<file path="src/design/pcmp_defines.svh">
`ifndef PCMP_DEFINES_SVH
`define PCMP_DEFINES_SVH

`define PCMP_REG_INT_CFG 5'h11
`define PCMP_REG_INT_FLAG 5'h12
`define PCMP_REG_STRAP 5'h13
`define PCMP_CFG_RESET 16'h0000
`define PCMP_CFG_POL_BIT 0
`define PCMP_CFG_PD_BIT 1
`define PCMP_CFG_EN_LSB 8
`define PCMP_NUM_EVT 4
`define PCMP_STRAP_W 8
`define PCMP_OP_READ 2'h2
`define PCMP_OP_WRITE 2'h1
`define PCMP_PRE_BITS 6'h20
`define PCMP_HDR_LAST 6'h0c
`define PCMP_DATA_LAST 6'h0f
`define PCMP_SYNC_DEPTH 4'h2
`define PCMP_CLK_PERIOD_NS 100
`define PCMP_RESET_MIN_NS 1000
`define PCMP_RESET_MIN_CYC \
	((`PCMP_RESET_MIN_NS + `PCMP_CLK_PERIOD_NS - 1) / `PCMP_CLK_PERIOD_NS)

`endif

</file>
<file path="src/design/pcmp_pkg.sv">
package pcmp_pkg;

	typedef enum logic [3:0] {
		PCMP_PRE = 4'h1,
		PCMP_HDR = 4'h2,
		PCMP_TA = 4'h4,
		PCMP_DATA = 4'h8
	} pcmp_frame_e;

	typedef struct packed {
		pcmp_frame_e state;
		logic [5:0] cnt;
		logic [15:0] shift;
		logic [4:0] addr;
		logic op_read;
		logic mdio_oe;
		logic wr;
		logic rd;
	} pcmp_frame_s;

	typedef struct packed {
		logic mdc_s1;
		logic mdc_s2;
		logic mdc_d;
		logic mdio_s1;
		logic mdio_s2;
		logic int_s1;
		logic int_s2;
		logic [7:0] strap_s1;
		logic [7:0] strap_s2;
		logic [7:0] strap_cap;
		logic [3:0] rst_cnt;
		logic ready;
		logic [15:0] cfg;
		logic [3:0] flags;
		logic [15:0] rdata;
		logic int_oe;
		logic pd;
	} pcmp_top_s;

endpackage : pcmp_pkg

</file>
<file path="src/design/pcmp_regbus_if.sv">
interface pcmp_regbus_if;
	logic mdc_rise;
	logic mdio_bit;
	logic [15:0] rdata;
	logic [4:0] phy_addr;
	logic [4:0] addr;
	logic [15:0] wdata;
	logic wr;
	logic rd;
	logic mdio_oe;

	modport frame (
		input mdc_rise, mdio_bit, rdata, phy_addr,
		output addr, wdata, wr, rd, mdio_oe
	);

	modport regs (
		output mdc_rise, mdio_bit, rdata, phy_addr,
		input addr, wdata, wr, rd, mdio_oe
	);
endinterface : pcmp_regbus_if

</file>
<file path="src/design/pcmp_top.sv">
// How it works
// - The management clock is foreign to every other clock and is synchronised before use.
// - The management data line is shared and this end only pulls it low or lets it go.
// - By default the interrupt pin is pulled low while any enabled event flag is set.
// - An event only sets its flag once software has enabled it in the configuration register.
// - A set event flag stays set until software clears it by writing a one to it.
// - A bit of the configuration register at 0x11 turns the interrupt pin active high.
// - A mode bit at 0x11 makes the interrupt pin a power-down input, low meaning powered down.
// - Pulling the reset pin low for any length of time starts a full reset sequence that lasts at least 1 us after release.
// - Reset returns every register to its default value.
// - The strap pins are captured anew once reset is released.
`include "pcmp_defines.svh"

module pcmp_top (
	input wire logic REF_CLK,
	input wire logic RESET_N,
	input wire logic CE,
	input wire logic MDC,
	input wire logic MDIO_IN,
	output logic MDIO_OUT,
	output logic MDIO_OE,
	input wire logic INT_IN,
	output logic INT_OUT,
	output logic INT_OE,
	input wire logic [7:0] STRAP,
	input wire logic [3:0] EVENT,
	output logic POWER_DOWN,
	output logic [7:0] STRAP_VAL,
	output logic READY
);
	pcmp_pkg::pcmp_top_s st;
	pcmp_pkg::pcmp_top_s next_st;
	pcmp_regbus_if bus ();

	logic [3:0] evt_en;
	logic [3:0] evt_hit;
	logic [3:0] clr_mask;
	logic clr_wr;
	logic irq;
	logic pol_high;
	logic pd_mode;

	pcmp_mdio_frame u_frame (
		.clk(REF_CLK),
		.rst_n(RESET_N),
		.ce(CE),
		.bus(bus)
	);

	assign evt_en = st.cfg[`PCMP_CFG_EN_LSB +: `PCMP_NUM_EVT];
	assign evt_hit = EVENT & evt_en;
	assign clr_wr = bus.wr && (bus.addr == `PCMP_REG_INT_FLAG);
	assign clr_mask = clr_wr ? bus.wdata[3:0] : 4'h0;
	assign irq = |(st.flags & evt_en);
	assign pol_high = st.cfg[`PCMP_CFG_POL_BIT];
	assign pd_mode = st.cfg[`PCMP_CFG_PD_BIT];

	assign bus.mdc_rise = st.mdc_s2 & ~st.mdc_d & st.ready;
	assign bus.mdio_bit = st.mdio_s2;
	assign bus.rdata = st.rdata;
	assign bus.phy_addr = st.strap_cap[4:0];

	assign MDIO_OUT = 1'b0;
	assign MDIO_OE = bus.mdio_oe;
	assign INT_OUT = 1'b0;
	assign INT_OE = st.int_oe;
	assign POWER_DOWN = st.pd;
	assign STRAP_VAL = st.strap_cap;
	assign READY = st.ready;

	always_comb begin
		next_st = st;
		next_st.mdc_s1 = MDC;
		next_st.mdc_s2 = st.mdc_s1;
		next_st.mdc_d = st.mdc_s2;
		next_st.mdio_s1 = MDIO_IN;
		next_st.mdio_s2 = st.mdio_s1;
		next_st.int_s1 = INT_IN;
		next_st.int_s2 = st.int_s1;
		next_st.strap_s1 = STRAP;
		next_st.strap_s2 = st.strap_s1;
		if (!st.ready) begin
			if (st.rst_cnt == `PCMP_SYNC_DEPTH) begin
				next_st.strap_cap = st.strap_s2;
			end
			if (st.rst_cnt == 4'(`PCMP_RESET_MIN_CYC)) begin
				next_st.ready = 1'b1;
			end else begin
				next_st.rst_cnt = st.rst_cnt + 4'h1;
			end
		end
		if (bus.wr && bus.addr == `PCMP_REG_INT_CFG) begin
			next_st.cfg = bus.wdata;
		end
		next_st.flags = (st.flags & ~clr_mask) | evt_hit;
		if (bus.rd) begin
			case (bus.addr)
				`PCMP_REG_INT_CFG: begin
					next_st.rdata = st.cfg;
				end
				`PCMP_REG_INT_FLAG: begin
					next_st.rdata = {12'h000, st.flags};
				end
				`PCMP_REG_STRAP: begin
					next_st.rdata = {8'h00, st.strap_cap};
				end
				default: begin
					next_st.rdata = 16'h0000;
				end
			endcase
		end
		next_st.int_oe = pd_mode ? 1'b0 : (irq ^ pol_high);
		next_st.pd = pd_mode & ~st.int_s2;
	end

	always_ff @(posedge REF_CLK or negedge RESET_N) begin
		if (!RESET_N) begin
			st <= '{cfg: `PCMP_CFG_RESET, default: '0};
		end else if (CE) begin
			st <= next_st;
		end
	end
endmodule : pcmp_top

</file>
<file path="src/design/pcmp_mdio_frame.sv">
`include "pcmp_defines.svh"

module pcmp_mdio_frame (
	input wire logic clk,
	input wire logic rst_n,
	input wire logic ce,
	pcmp_regbus_if.frame bus
);
	pcmp_pkg::pcmp_frame_s st;
	pcmp_pkg::pcmp_frame_s next_st;
	logic [12:0] hdr;
	logic hdr_ok;

	assign bus.addr = st.addr;
	assign bus.wdata = st.shift;
	assign bus.wr = st.wr;
	assign bus.rd = st.rd;
	assign bus.mdio_oe = st.mdio_oe;
	assign hdr = {st.shift[11:0], bus.mdio_bit};
	assign hdr_ok = hdr[12] && (hdr[9:5] == bus.phy_addr) &&
		(hdr[11:10] == `PCMP_OP_READ || hdr[11:10] == `PCMP_OP_WRITE);

	always_comb begin
		next_st = st;
		next_st.wr = 1'b0;
		next_st.rd = 1'b0;
		if (bus.mdc_rise) begin
			case (st.state)
				pcmp_pkg::PCMP_PRE: begin
					if (bus.mdio_bit) begin
						if (st.cnt != `PCMP_PRE_BITS) begin
							next_st.cnt = st.cnt + 6'h01;
						end
					end else if (st.cnt == `PCMP_PRE_BITS) begin
						next_st.state = pcmp_pkg::PCMP_HDR;
						next_st.cnt = 6'h00;
						next_st.shift = 16'h0000;
					end else begin
						next_st.cnt = 6'h00;
					end
				end
				pcmp_pkg::PCMP_HDR: begin
					next_st.shift = {st.shift[14:0], bus.mdio_bit};
					next_st.cnt = st.cnt + 6'h01;
					if (st.cnt == `PCMP_HDR_LAST) begin
						next_st.cnt = 6'h00;
						next_st.addr = hdr[4:0];
						next_st.op_read = (hdr[11:10] == `PCMP_OP_READ);
						next_st.state = hdr_ok ? pcmp_pkg::PCMP_TA : pcmp_pkg::PCMP_PRE;
						next_st.rd = hdr_ok && (hdr[11:10] == `PCMP_OP_READ);
					end
				end
				pcmp_pkg::PCMP_TA: begin
					if (st.cnt == 6'h00) begin
						next_st.cnt = 6'h01;
						next_st.mdio_oe = st.op_read;
					end else begin
						next_st.state = pcmp_pkg::PCMP_DATA;
						next_st.cnt = 6'h00;
						if (st.op_read) begin
							next_st.mdio_oe = ~bus.rdata[15];
							next_st.shift = {bus.rdata[14:0], 1'b0};
						end
					end
				end
				pcmp_pkg::PCMP_DATA: begin
					next_st.cnt = st.cnt + 6'h01;
					if (st.op_read) begin
						next_st.mdio_oe = ~st.shift[15];
						next_st.shift = {st.shift[14:0], 1'b0};
					end else begin
						next_st.shift = {st.shift[14:0], bus.mdio_bit};
					end
					if (st.cnt == `PCMP_DATA_LAST) begin
						next_st.state = pcmp_pkg::PCMP_PRE;
						next_st.cnt = 6'h00;
						next_st.mdio_oe = 1'b0;
						next_st.wr = ~st.op_read;
					end
				end
				default: begin
					next_st.state = pcmp_pkg::PCMP_PRE;
					next_st.cnt = 6'h00;
					next_st.mdio_oe = 1'b0;
				end
			endcase
		end
	end

	always_ff @(posedge clk or negedge rst_n) begin
		if (!rst_n) begin
			st <= '{state: pcmp_pkg::PCMP_PRE, default: '0};
		end else if (ce) begin
			st <= next_st;
		end
	end
endmodule : pcmp_mdio_frame

</file>
<file path="config.mk">
export PLATFORM = sky130hd
export DESIGN_NAME = pcmp_top
export DESIGN_NICKNAME = d
export VERILOG_FILES = /design/src/design/pcmp_pkg.sv /design/src/design/pcmp_regbus_if.sv /design/src/design/pcmp_top.sv /design/src/design/pcmp_mdio_frame.sv
export VERILOG_INCLUDE_DIRS = /design/src /design/src/design
export SDC_FILE = /design/constraint.sdc
export NUM_CORES = 1
export LEC_CHECK = 0
export BUFFER_PORTS_ARGS = -buffer_cell sky130_fd_sc_hd__clkbuf_2
export CORE_MARGIN = 2
export CORE_UTILIZATION = 45
export DETAILED_ROUTE_END_ITERATION = 10
export PLACE_DENSITY = 0.68
export SYNTH_ARGS = -nofsm -noshare
export SYNTH_HDL_FRONTEND = slang
export SYNTH_HIERARCHICAL = 1
export SYNTH_SLANG_ARGS = --single-unit
</file>
<file path="constraint.sdc">
create_clock -name REF_CLK -period 2.8 [get_ports REF_CLK]
set_clock_uncertainty 0.2 [all_clocks]
set_input_delay 0.56 -clock REF_CLK [delete_from_list [all_inputs] [get_ports REF_CLK]]
set_output_delay 0.56 -clock REF_CLK [all_outputs]
set_load 0.005 [all_outputs]
</file>
* After elaboration in Yosys (flattened, before gate mapping)
Cells that the tools add are included.
** Word-level totals
- Flip-flop bits (word level) :: 109
- Logic and storage cells :: 118
** Cells by class
- Add/sub/neg operators :: 2
- Eq/ne operators :: 25
- Mux-type cells :: 30
- Bitwise operators :: 17
- Reduce and logical (&&, ||, !) cells :: 19
** Operator list (number)
- 2-to-1 mux 16 bit :: 4
- case mux 16 bit (4 select lines) :: 1
- case mux 16 bit (3 select lines) :: 1
- case mux 10 bit (4 select lines) :: 1
- 2-to-1 mux 10 bit :: 2
- 2-to-1 mux 4 bit :: 4
- equality test 5 bit, second input constant :: 3
- AND reduction 7 bit :: 2
- AND 4 bit :: 3
- equality test 6 x 4 -> 1 bit, second input constant :: 2
- 2-to-1 mux 6 bit :: 2
- 2-to-1 mux 1 bit :: 11
- AND reduction 3 bit :: 3
- equality test 4 x 2 -> 1 bit, second input constant :: 2
- equality test 4 bit, second input constant :: 2
- inequality test 2 x 1 -> 1 bit, second input constant :: 4
- inverter 1 bit :: 8
- adder 6 x 1 -> 6 bit, second input constant :: 1
- equality test 6 bit, second input constant :: 1
- zero test 6 bit :: 1
- inequality test 3 x 1 -> 1 bit, second input constant :: 2
- inequality test 6 bit, second input constant :: 1
- equality test 5 bit :: 1
- logical AND 1 bit :: 5
- 21 further kinds :: 26

* Depth between registers and ports, before layout
- Depth after elaboration :: 7
- Depth in mapped cells :: 8
- Depth with buffers taken out :: 7

* Cells and area by module
The synthesis kept the hierarchy.
** Modules (own cells, without submodules)
- pcmp_top :: times used 1, cells each 238, area an instance 3188.1 um^2, seq. area each 1851.8 um^2
- pcmp_mdio_frame :: times used 1, cells each 221, area an instance 2163.3 um^2, seq. area each 877.1 um^2

* Worst setup path after synthesis
No wires, ideal clock.
- Path kind :: reg-to-reg
- From :: register u_frame/st[32] (netlist name)
- To :: register u_frame.st, in the netlist u_frame/bus.mdio_oe
- Library setup time :: 125 ps
- Data arrival time :: 1842 ps
- Slack :: 633 ps
- Stages on the path, launching flop included :: 8
- Period minus slack after synthesis :: 2167 ps
- Cells stage by stage :: dfrtp_1 > buf_6 > or4b_1 > buf_2 > a31oi_4 > a21oi_1 > o21ai_0 > mux2_2
** On the way
- Longest elaborated chain between the ends :: 4
- Elaborated cells between the ends (all ways) :: 10
- Classes of those cells :: eq/ne (6); mux (1); bitwise (1); reduce/logical (2)
** RTL lines
- start, declared :: RTL line pcmp_mdio_frame.sv:9 : pcmp_pkg::pcmp_frame_s st;
- start signal, assigned :: RTL line pcmp_mdio_frame.sv:94 : st <= next_st;
- equality test 4 x 1 -> 1 bit / equality test 4 x 2 -> 1 bit (equally long branches) :: RTL line pcmp_mdio_frame.sv:28 : case (st.state)
- OR reduction 2 bit (no line)
- inverter 1 bit (no line)
- AND reduction 5 bit (no line)
Parallel ways exist; a longest one is shown, timed or not.
A chain may end at the register's enable or synchronous reset.

* Worst setup path in the final report
- From :: register u_frame/st[25] (netlist name)
- To :: register u_frame/st[32] (netlist name)
** On the way
- Longest elaborated chain between the ends :: 3
- Elaborated cells between the ends (all ways) :: 9
- Classes of those cells :: eq/ne (7); reduce/logical (2)
** RTL lines
- equality test 6 x 4 -> 1 bit (no line), or another cell as far along
- inequality test 2 x 1 -> 1 bit (no line) / inequality test 2 bit (equally long branches)
- AND reduction 7 bit (no line) (*)
Every way passes the cells marked *; elsewhere a longest branch is shown, timed or not.

==> results.txt <==
The wire length of the first global-routing pass is 17530 microns. The worst register-to-register path begins at u_frame/st[25]. Summing over every cut layer, the via total after detailed routing is 3494. The final worst-path cycle share is 86.96%.

The post-synthesis cell type count came out at 69. Sorting the synthesized cells by area gives the leading types as dfrtp_1 (51%), mux2_2 (12%), buf_4 (4.8%). The type of destination of the critical path is a flip-flop. The arrival time of the worst setup path is 2.46 ns. The number of gates resized after CTS was 0. The mean area per synthesized cell is 11.66 sq um. The min-delay analysis places its worst path in the category input port to asynchronous set/reset pin. The slack of the worst reg-to-reg path came out at 0.37 ns.

The initialized floorplan defines 39 standard-cell rows. The post-route standard cell area excluding fillers came out at 0.005719 sq mm. The top cell type by total area after synthesis is dfrtp_1. The part of the power in the clock network is 27.3%.

The area of combinational cells with multiple inputs came out at 0.002201 sq mm. The flip-flop cell with the highest count after synthesis is dfrtp_1. The largest family of logic cells by synthesized area is multiplexers. TritonCTS built the clock tree. The number of port buffers came out at 29.

The final hold slack came out at -0.003815 ns. Dividing the detail-routed via count by the number of cells gives 5.766. The antenna diode count came out at 0. The worst relative slew slack came out at 57.20%. The final sum of negative setup slack came out at 0 ns. At the end of the flow, the number of nets in the layout was 481.

The width of the die is 113.1 microns. The pre-antenna-repair detailed-routing pass consisted of 5 iterations. The share of the synthesized area in the top cell type is 50.50%. The depth of the CTS H-tree came out at 3. The startpoint class of the critical path is a flip-flop. The largest buffer count on any clock path came out at 2. The upper clock frequency limit came out at 0.4107 GHz. The total setup violations reported at the end of the flow is 0. The layout has 1018 filler cells. The total area of sequential cells is 0.002729 sq mm.

The number of cell instances on the worst register-to-register path came out at 7. After detailed routing, the average wire length per cell comes to 17.35 microns. The post-detailed-route count of antenna-violating nets is 0. Setup repair after global routing left no endpoint under its margin. In the routed design, unresolved DRC markers number 0. The portion of total power attributed to combinational logic came out at 24.9%. Data on the critical path is required at its endpoint by 2.83 ns. Routability-driven placement finished with a final weighted congestion of 0.8811. The number of storage elements in the synthesis netlist came out at 109.

The initial antenna violation count was 0. Counting every instance in the synthesized netlist gives 459. The maximum fanout along the worst path is 5. The worst register-to-register path ends at u_frame/st[32]. The via count of the first global-routing pass is 3538. The core region is 0.01152 sq mm. In this run the cell area measured after placement is 0.005413 sq mm. In the global route stage, overall resource usage came out at 17.36%. The initial cell density of the core is 46.47%. The synthesized design contains 0 enable-type register cells. The maximum vdd ir drop is 0.4596 mV. Wires add up to 10520 microns. The tool flagged a number of max-cap violations equal to 0.

The mux contribution to synthesized area is 13.54%. Summing every instance area after synthesis gives 0.005351 sq mm. The sum of net half-perimeters after detailed placement is 7212 microns. The checks that failed: negative hold slack. The clock-pin slew on the worst setup and hold paths is 0.07 ns. Summed over all nets, the switching power comes to 1.603 mW. The die covers 0.01278 sq mm.

The part of the Yosys area used for sequential elements is 50.99%. The fraction of the mapped netlist area in adder cells came out at 1.169%. The count of endpoints failing hold in the final timing report came out at 2. The flow ran to the end, but the final reports show violations. The basic-gate share of the synthesized area counting and, or, nand and nor cells came out at 11.85%. The growth of design area from synthesis to finish came out at 6.874%.

The synthesized netlist devotes 1.637% of its cell area to XOR and XNOR gates. The maximum number of pins on one net before global-route repair came out at 43. The violation count after the first detailed-route iteration came out at 202.

The count of synthesis-stage warnings from yosys came out at 6. For the pin with the worst max-slew slack, the measured transition is 0.6330 ns. The fraction of layout cells with a size suffix above 1 came out at 28.29%. Sequential cells burn 47.7% of the power. The total CTS buffers came out at 9. The clock period could shrink to 2.435 ns.

The clock root buffer is clkbuf_16. The total global routing overflow came out at 0. The power density over cell area is 834.1 mW/mm^2. Net switching is 33.61% of the power. The clock sink count is 109. In this run the static leakage power is 2.474 nW. The setup path with the least slack is of type flip-flop to flip-flop. The final-report max-slew violation count is 0. The count of pins on the block boundary came out at 32. The post-cts hold buffer count is 0. The cell-internal power came out at 3.167 mW. The clock network latency to the later pin of the worst-skew pair is 0.35 ns. Measured along the y axis, the die boundary spans 113.1 microns. After synthesis, the share of flip-flops with an asynchronous set or reset is 100.0%.

The compound-gate portion of the synthesized area is 12.79%. Buffers added to address setup during post-CTS repair amount to 0.
## cell type report
cell class,count,share of cell area [%]
clock buffer,9,3.938
sequential,109,47.71
tap,143,3.128
inverter,13,0.8532
timing repair buffer,40,4.463
clock inverter,7,1.422
multi-input combinational,285,38.48
## registers in the layout, indices dropped and copies added, names as in the netlist, 4 cells and up
| register | flops |
|---|---|
| u_frame/st | 11 |
| STRAP_VAL | 8 |
| evt_en | 4 |
| st | 28 |
| next_st | 12 |
| u_frame/bus.wdata | 16 |
| bus.rdata | 16 |
| u_frame/bus.addr | 5 |
## synth_stat cells, types with 4 or more instances
cell type,n
dfrtp_1,108
mux2_2,59
nand2_1,37
buf_4,34
nor2_1,25
a21oi_1,21
a22oi_1,17
o21ai_0,17
inv_1,13
nand3_1,9
a32o_1,8
clkbuf_1,7
mux2i_1,6
ha_1,5
nand3b_1,5
o31ai_1,5
xnor2_1,5
xor2_1,5
a22o_1,4
buf_2,4
nor3_1,4
## worst max-delay path, cell delays in order, from the launching register on
cell	delay, ns
dfrtp_1	0.42
inv_1	0.11
ha_1	0.19
nor3b_1	0.46
and3_2	0.34
nor3_1	0.06
nand2_1	0.17
mux2_2	0.36
## through the flow
step / instances / utilization [%] / power, mW / hold slack (ns) / setup WS [ns]
after floorplan: 460 / - / 3.310 / 0.06441 / 0.6328
after detailed placement: 590 / 47.00 / 3.486 / 0.2710 / 0.3976
after CTS: 606 / 49.66 / 4.804 / 0.02723 / 0.4004
after global placement: 590 / 47.00 / 3.425 / 0.2624 / 0.5144
final: 606 / 49.66 / 4.770 / -0.003815 / 0.3650
after global routing: 606 / 49.66 / 5.056 / 0.04801 / 0.2804
## power groups by stage
stage	Clock, mW	Combinational [mW]	Sequential (mW)
global route	1.39	1.33	2.33
floorplan	0	1.17	2.14
CTS	1.34	1.19	2.28
finish	1.30	1.19	2.28
detailed placement	0	1.18	2.31
global placement	0	1.14	2.29
## per-layer routing
layer | wire length [microns] | track usage (%)
met5 | 0 | 0
met3 | 477 | 3.428
met1 | 4654 | 22.63
met4 | 138 | 6.098
met2 | 5245 | 29.06
## worst max-delay path by stage
| stage | from | end | slack [ns] | cells after the start |
|---|---|---|---|---|
| global route | u_frame/st[32] | u_frame/bus.mdio_oe | 0.28 | 5 |
| finish | u_frame/st[25] | u_frame/st[32] | 0.37 | 7 |
| global placement | u_frame/st[32] | u_frame/st[34] | 0.51 | 5 |
| CTS | u_frame/st[25] | u_frame/st[32] | 0.40 | 7 |
| floorplan | u_frame/st[32] | u_frame/bus.mdio_oe | 0.63 | 7 |
| detailed placement | u_frame/st[32] | u_frame/bus.mdio_oe | 0.40 | 5 |
## cells in the final DEF, fill, tap and decap left out, drive strengths merged, types with 3 or more instances in the layout
master / instances
dfrtp: 108
mux2: 59
nand2: 37
clkbuf: 37
nor2: 25
a21oi: 22
o21ai: 17
a22oi: 17
inv: 15
buf: 12
nand3: 10
a32o: 8
mux2i: 6
o31ai: 5
nand3b: 5
xnor2: 5
ha: 5
xor2: 5
a22o: 5
nor3: 5
nor4b: 5
nand2b: 3
clkinv: 3
and2b: 3
a31oi: 3
## kinds of logic (layout without fill, tap and decap cells)
group / count (synthesis) / after routing
muxes: 65 / 65
and+or+nand+nor: 110 / 110
AOI/OAI and AO/OA: 93 / 93
adders and majority gates: 5 / 5
DFF: 109 / 109
other: 1 / 2
buffers and inverters: 66 / 69
xor gates and xnor gates: 10 / 10
Power figures use the tool's default switching activity.
